==> config.mk <==
export PLATFORM = sky130hd
export DESIGN_NAME = htd_toggle_dir
export DESIGN_NICKNAME = d
export VERILOG_FILES = /design/src/logic/htd_pkg.sv /design/src/logic/htd_sync.sv /design/src/logic/htd_toggle_dir.sv
export SDC_FILE = /design/constraint.sdc
export NUM_CORES = 1
export LEC_CHECK = 0
export ABC_CLOCK_PERIOD_IN_PS = 2810
export BUFFER_PORTS_ARGS = -buffer_cell sky130_fd_sc_hd__buf_4
export CAP_MARGIN = 30
export CORE_MARGIN = 2
export CORE_UTILIZATION = 48
export DETAILED_ROUTE_END_ITERATION = 6
export GPL_ROUTABILITY_DRIVEN = 0
export GPL_TIMING_DRIVEN = 1
export PLACE_DENSITY = 0.82
export SYNTH_ARGS = -nofsm -noshare
export SYNTH_HDL_FRONTEND = slang
export SYNTH_HIERARCHICAL = 1
export SYNTH_SLANG_ARGS = --single-unit
export TNS_END_PERCENT = 50
==> constraint.sdc <==
create_clock -name sys_clk -period 2.81 [get_ports sys_clk]
set_input_delay 0.1405 -clock sys_clk [delete_from_list [all_inputs] [get_ports sys_clk]]
set_output_delay 0.1405 -clock sys_clk [all_outputs]
set_load 0.02 [all_outputs]
==> src/logic/htd_pkg.sv <==
/*
  Constants, register map and carrier types of the position-sensor toggle
  detector and direction output select.
  Assumes one 50 MHz system clock and a plain register port.
*/
package htd_pkg;

  ////////////////////////////////////////////////////////////////////////////
  // Register port widths
  localparam int unsigned HTD_AW = 4;
  localparam int unsigned HTD_DW = 16;

  // Register byte offsets
  localparam logic [HTD_AW-1:0] HTD_CTRL_OFS = 4'h0;
  localparam logic [HTD_AW-1:0] HTD_STAT_OFS = 4'h4;
  localparam logic [HTD_AW-1:0] HTD_METH_OFS = 4'h8;

  // Control register fields
  localparam int unsigned HTD_CTRL_SEL_BIT = 0;
  localparam int unsigned HTD_CTRL_SWEN_BIT = 1;
  localparam int unsigned HTD_CTRL_DETEN_BIT = 2;

  // Status register fields
  localparam int unsigned HTD_STAT_FLAG_BIT = 0;
  localparam int unsigned HTD_STAT_ROT_BIT = 1;

  // Method register field
  localparam int unsigned HTD_METH_BIT = 0;

  // Reset values
  localparam logic HTD_METH_RST = 1'b0;
  localparam logic [HTD_DW-1:0] HTD_RD_IDLE = 16'h0000;

  // Toggle counting
  localparam logic [1:0] HTD_CNT_ZERO = 2'h0;
  localparam logic [1:0] HTD_CNT_ONE = 2'h1;
  localparam logic [1:0] HTD_CNT_LIMIT = 2'h2;
  localparam logic [1:0] HTD_CNT_SAT = 2'h3;

  // Register port request
  typedef struct packed {
    logic wr;
    logic rd;
    logic [HTD_AW-1:0] addr;
    logic [HTD_DW-1:0] wdata;
  } htd_bus_req_t;

  // All state of the main module
  typedef struct packed {
    logic det_en;
    logic sw_en;
    logic dir_sel;
    logic method;
    logic flag;
    logic rot_known;
    logic run_prev;
    logic [2:0] hall_prev;
    logic [1:0] trig_prev;
    logic [1:0] tog_cnt;
    logic warn;
    logic dir_out;
    logic [HTD_DW-1:0] rd_data;
  } htd_state_t;

endpackage : htd_pkg

==> src/logic/htd_sync.sv <==
/*
  Two-flop synchroniser for a group of level inputs.
  Assumes the inputs are asynchronous to sys_clk and change slowly
  compared with it; bits of a group may resolve one cycle apart.
*/
`timescale 1ns/1ps
module htd_sync #(
  parameter int unsigned W = 3
) (
  input wire logic sys_clk, // System clock
  input wire logic sys_rst, // Synchronous reset, high
  input wire logic [W-1:0] d, // Asynchronous inputs
  output logic [W-1:0] q // Synchronised outputs
);

  logic [W-1:0] meta_r;

  // A zero-width group has nothing to carry
  if (W == 0) begin : g_bad_width
    $error("htd_sync width must be at least 1");
  end

  ////////////////////////////////////////////////////////////////////////////
  // First stage feeds only the second
  always_ff @(posedge sys_clk) begin
    if (sys_rst) begin
      meta_r <= '0;
      q <= '0;
    end else begin
      meta_r <= d;
      q <= meta_r;
    end
  end

endmodule : htd_sync

==> src/logic/htd_toggle_dir.sv <==
/*
  Abnormal toggle detector for three position-sensor inputs and the
  direction output pin select.
  Assumes the counters, trigger pins and mode decode live outside; trigger
  and sensor pins are asynchronous, the rest come from sys_clk logic.
*/
`timescale 1ns/1ps
module htd_toggle_dir (
  input wire logic sys_clk, // 50 MHz system clock
  input wire logic sys_rst, // Synchronous reset, high
  input wire htd_pkg::htd_bus_req_t bus_req, // Register port request
  output logic [htd_pkg::HTD_DW-1:0] rd_data, // Read data, cycle after read
  input wire logic [2:0] hall_position_inputs, // Sensor pins, async
  input wire logic capture_trigger_in0, // Trigger pin 0, async
  input wire logic capture_trigger_in1, // Trigger pin 1, async
  input wire logic counter_run_enable, // Counter running
  input wire logic main_dir_flag, // Main counter up/down flag
  input wire logic sub_counter_direction_flag, // Sub-counter up/down flag
  input wire logic hi_acc_pwm_mode, // High-accuracy PWM mode active
  output logic direction_output_pin, // Direction pin
  output logic warning_interrupt, // One-cycle warning pulse
  output logic abnormal_toggle_flag, // Sticky abnormal toggle flag
  output logic output_switch_method_bit, // Output switch method
  output logic rotation_known // Direction is determinable
);
  import htd_pkg::*;

  htd_state_t st_r;
  htd_state_t st_nxt;
  logic [2:0] hall_s;
  logic [1:0] trig_s;
  logic hall_chg;
  logic trig_ev;
  logic det_ev;
  logic wr_ctrl;
  logic wr_stat;
  logic wr_meth;

  ////////////////////////////////////////////////////////////////////////////
  // Pin synchronisers
  htd_sync #(.W(3)) u_hall_sync (
    .sys_clk(sys_clk),
    .sys_rst(sys_rst),
    .d(hall_position_inputs),
    .q(hall_s)
  );

  htd_sync #(.W(2)) u_trig_sync (
    .sys_clk(sys_clk),
    .sys_rst(sys_rst),
    .d({capture_trigger_in1, capture_trigger_in0}),
    .q(trig_s)
  );

  ////////////////////////////////////////////////////////////////////////////
  // Event decode
  assign hall_chg = hall_s != st_r.hall_prev;
  assign trig_ev = |(trig_s & ~st_r.trig_prev);
  // A change in a trigger cycle opens the new interval, so never fires
  assign det_ev = st_r.det_en && hall_chg && !trig_ev
                  && st_r.tog_cnt == HTD_CNT_LIMIT;
  assign wr_ctrl = bus_req.wr && bus_req.addr == HTD_CTRL_OFS;
  assign wr_stat = bus_req.wr && bus_req.addr == HTD_STAT_OFS;
  assign wr_meth = bus_req.wr && bus_req.addr == HTD_METH_OFS;

  ////////////////////////////////////////////////////////////////////////////
  // Next-state logic
  always_comb begin
    st_nxt = st_r;
    st_nxt.hall_prev = hall_s;
    st_nxt.trig_prev = trig_s;
    st_nxt.run_prev = counter_run_enable;
    st_nxt.warn = det_ev;
    st_nxt.rd_data = HTD_RD_IDLE;

    // Software writes first, hardware events after so they win
    if (wr_ctrl) begin
      st_nxt.dir_sel = bus_req.wdata[HTD_CTRL_SEL_BIT];
      st_nxt.sw_en = bus_req.wdata[HTD_CTRL_SWEN_BIT];
      st_nxt.det_en = bus_req.wdata[HTD_CTRL_DETEN_BIT];
    end
    if (wr_stat && bus_req.wdata[HTD_STAT_FLAG_BIT]) begin
      st_nxt.flag = 1'b0;
    end
    if (wr_meth) begin
      st_nxt.method = bus_req.wdata[HTD_METH_BIT];
    end

    // Change count, saturating so one interval warns once
    if (trig_ev) begin
      st_nxt.tog_cnt = hall_chg ? HTD_CNT_ONE : HTD_CNT_ZERO;
    end else if (hall_chg && st_r.tog_cnt != HTD_CNT_SAT) begin
      st_nxt.tog_cnt = st_r.tog_cnt + HTD_CNT_ONE;
    end

    // Detection effects
    if (det_ev) begin
      st_nxt.flag = 1'b1;
      if (st_r.sw_en) begin
        st_nxt.method = 1'b0;
      end
    end

    // Rotation sense needs one change seen while running
    if (!counter_run_enable || (counter_run_enable && !st_r.run_prev)) begin
      st_nxt.rot_known = 1'b0;
    end else if (hall_chg) begin
      st_nxt.rot_known = 1'b1;
    end

    // Direction pin select, honoured only in high-accuracy PWM
    if (st_r.dir_sel && hi_acc_pwm_mode) begin
      st_nxt.dir_out = sub_counter_direction_flag;
    end else begin
      st_nxt.dir_out = main_dir_flag;
    end

    // Read port, unmapped offsets read zero
    if (bus_req.rd) begin
      unique case (bus_req.addr)
        HTD_CTRL_OFS: begin
          st_nxt.rd_data[HTD_CTRL_SEL_BIT] = st_r.dir_sel;
          st_nxt.rd_data[HTD_CTRL_SWEN_BIT] = st_r.sw_en;
          st_nxt.rd_data[HTD_CTRL_DETEN_BIT] = st_r.det_en;
        end
        HTD_STAT_OFS: begin
          st_nxt.rd_data[HTD_STAT_FLAG_BIT] = st_r.flag;
          st_nxt.rd_data[HTD_STAT_ROT_BIT] = st_r.rot_known;
        end
        HTD_METH_OFS: begin
          st_nxt.rd_data[HTD_METH_BIT] = st_r.method;
        end
        default: begin
          st_nxt.rd_data = HTD_RD_IDLE;
        end
      endcase
    end
  end

  ////////////////////////////////////////////////////////////////////////////
  // State register
  always_ff @(posedge sys_clk) begin
    if (sys_rst) begin
      st_r <= '0;
      st_r.method <= HTD_METH_RST;
    end else begin
      st_r <= st_nxt;
    end
  end

  ////////////////////////////////////////////////////////////////////////////
  // Outputs straight from state
  assign rd_data = st_r.rd_data;
  assign direction_output_pin = st_r.dir_out;
  assign warning_interrupt = st_r.warn;
  assign abnormal_toggle_flag = st_r.flag;
  assign output_switch_method_bit = st_r.method;
  assign rotation_known = st_r.rot_known;
endmodule : htd_toggle_dir
==> metrics.txt <==
fmax 660 MHz; worst path required time a little over 3 ns; PortBufs 27; cts hold-fix bufs 1; Die Span Y 52.8 um; initial antenna violation count 0; Clock Path Buffers 2; H-tree depth 2; Die Footprint 2790 sq um; sequential share of power 58.5%; sequential area share after synthesis roughly half; Mean Syn Cell Area 9.94 sq um; diode count 0; setup TNS 0 ns; Setup CP Type in2reg; crit-path max cell delay 0.53 ns; placed wire-length estimate 1.30 mm; cells on worst reg2reg path 4; clk sink count 29; Clock power frac 30.2%; Hold Crit Class in2reg; layout cells sized above 1 between 20% and 30%; reg-to-reg endpoint abnormal_toggle_flag; VDD IR-drop max 375 uV; CP max-delay cell dlygate4sd3_1; Worst Path Arrival around 1.7 ns; commonest cells after routing, fill and taps aside dfxtp_1 (29), buf_4 (27), nor2b_1 (15); DRC viols 0; Avg WL per Cell about 10 um; final wirelength 1.73 mm; min cycle time layout 1.51 ns; final setup violation count 0; Syn. warnings 6; status finished, final reports clean; Setup crit start bus_req[19]; fin. max-slew vios 0; Skew-Pair Late Insertion Delay 0.32 ns; Row Count 17; gr ovfl total 0; post-CTS sizing 0; switch share a little under a quarter; Global Route Usage Sum 15.3%; Distinct cells, synth 28; CP Capture Type flop; initial DRC count 3; cell area after synthesis 1140 sq um; Post-CTS Setup Bufs 0; crit path launch type input port; skew final 0.00553 ns; nets@finish 179; crit-path cells dlygate4sd3_1 -> buf_4 -> or4b_4 -> nor2_4 -> mux2i_1 -> nor2_1; largest area contributor in the netlist dfxtp_1; vias in the first global route approximately 750; Vias/cell 4.58; fin util 60.7%; worst r2r src u_hall_sync/q[2]; Root Driver clkbuf_4; fillcell total 196; Pleak 0.000597 uW; cell class contributing the biggest share of worst-path delay simple AND/OR/NAND/NOR gates; Stages on worst setup path 6; Area contributors post-synth dfxtp_1 (51%), buf_4 (11%), nor2b_1 (8.2%); first-pass GRT wire length 2.93 mm; Ports 54; Initial DRT Pass Iterations 5; Synth Register Bits 29; pin count of the biggest net entering global routing 27; core footprint 2230 sq um; RSZ-0062 raised after global routing false; commonest non-fill, non-tap cell in the layout dfxtp_1; DR vias approximately 800; CTS tree built; Final Hold Violating Endpoints 0; top cell type's share of synthesized area 50.8%; R2R setup slack roughly 1.5 ns; pwr dens 544 nW/um^2; Synth Instances 115; combinational share of power 11.3%; Routed Antenna Nets 0; Psw ~180 uW; die width around 53 um; internal power around 560 uW; CTS Buf Count 5; MaxCap Viol Count 0; clk slew on worst S/H paths 0.08 ns; critical path endpoint st_r[30]; worst path buffer plus inverter count 2; Initial Util between 50% and 60%; area grow syn2layout 18.6%; Final Cycle Share approximately 54%; crit-path max FO 5
[Yosys cell counts]
| cell | number |
|---|---|
| or4b_4 | 1 |
| a311oi_1 | 1 |
| mux2i_1 | 5 |
| ha_1 | 2 |
| clkbuf_1 | 1 |
| nor4bb_1 | 1 |
| xnor2_1 | 3 |
| and2_1 | 1 |
| or3_1 | 1 |
| nor2b_1 | 15 |
| nand2_1 | 6 |
| a31oi_1 | 1 |
| nor2_4 | 1 |
| buf_2 | 1 |
| or3b_2 | 1 |
| conb_1 | 1 |
| nor2_1 | 9 |
| nor3b_1 | 1 |
| inv_1 | 3 |
| buf_4 | 16 |
| nand3_1 | 3 |
| a21oi_1 | 4 |
| a2111oi_0 | 1 |
| o22ai_1 | 1 |
| o21ai_0 | 4 |
| dfxtp_1 | 29 |
| o211a_1 | 1 |
| nor4b_1 | 1 |
[metrics by stage]
| step | hold WS (ns) | power [uW] | worst slack [ns] | instances | cell area, sq um |
|---|---|---|---|---|---|
| floorplan | 0.212 | 504 | 1.63 | 127 | 1190 |
| global placement | 0.343 | 520 | 1.49 | 164 | 1300 |
| detailed placement | 0.343 | 525 | 1.47 | 164 | 1300 |
| CTS | 0.0225 | 751 | 1.30 | 173 | 1360 |
| global route | 0.0221 | 782 | 1.27 | 173 | 1360 |
| finish | 0.0336 | 738 | 1.30 | 173 | 1360 |
[cells by family (layout without fill, tap and decap cells)]
group	count (synthesis)	count (layout)	synth area share [%]
flip-flops	29	29	50.8
AND/OR/NAND/NOR	41	41	20.8
other	1	13	0.328
XOR/XNOR	3	3	2.30
multiplexers	5	5	4.38
AO/OA/AOI/OAI	13	13	7.00
buffers and inverters	21	39	12.3
adder cells (fa/ha/maj)	2	2	2.19
[layout make-up]
class	count	area (sq um)	area share [%]
Timing Repair Buffer	28	213	15.7
Tap cell	28	35.0	2.58
Multi-Input combinational cell	77	468	34.5
Sequential cell	29	581	42.8
Clock buffer	8	48.8	3.60
Inverter	3	11.3	0.830
[worst reg2reg max path, stage by stage (launching register included)]
cell and delay [ns]:
dfxtp_1 0.32, xnor2_1 0.13, nand3_1 0.16, or3b_2 0.48
a21oi_1 0.14
[worst min path at each step]
stage	from	end	slack, ns	depth (start not counted)
finish	hall_position_inputs[0]	u_hall_sync/meta_r[0]	0.03	2
global route	capture_trigger_in1	u_trig_sync/meta_r[1]	0.02	2
CTS	hall_position_inputs[0]	u_hall_sync/meta_r[0]	0.02	2
detailed placement	bus_req[19]	rd_data[1]	0.34	2
global placement	bus_req[19]	rd_data[1]	0.34	2
floorplan	sys_rst	st_r[22]	0.21	1
[power groups by stage]
stage | sequential, uW | clock [uW] | combinational, uW
2_1_floorplan | 442 | 0 | 62.5
3_3_place_gp | 441 | 0 | 79.3
3_5_place_dp | 442 | 0 | 82.7
4_1_cts | 432 | 234 | 84.1
5_1_grt | 434 | 254 | 94.3
6_report | 432 | 223 | 83.3
[metal layers]
metal / vias to the layer above / GRT usage, % / wire length, um
met5: - / 0 / 0
met4: 0 / 7.69 / 35
met3: 3 / 8.86 / 170
met2: 33 / 25.6 / 812
met1: 345 / 14.9 / 713
li1: 411 / - / -
[sequential cells by signal, indices dropped and copies added, names as in the netlist]
| register | count |
|---|---|
| output_switch_method_bit | 1 |
| direction_output_pin | 1 |
| warning_interrupt | 1 |
| u_trig_sync/q | 2 |
| rd_data | 3 |
| u_trig_sync/meta_r | 2 |
| u_hall_sync/meta_r | 3 |
| rotation_known | 1 |
| u_hall_sync/q | 3 |
| st_r | 11 |
| abnormal_toggle_flag | 1 |
No activity file was read; power rests on OpenSTA's default activity.
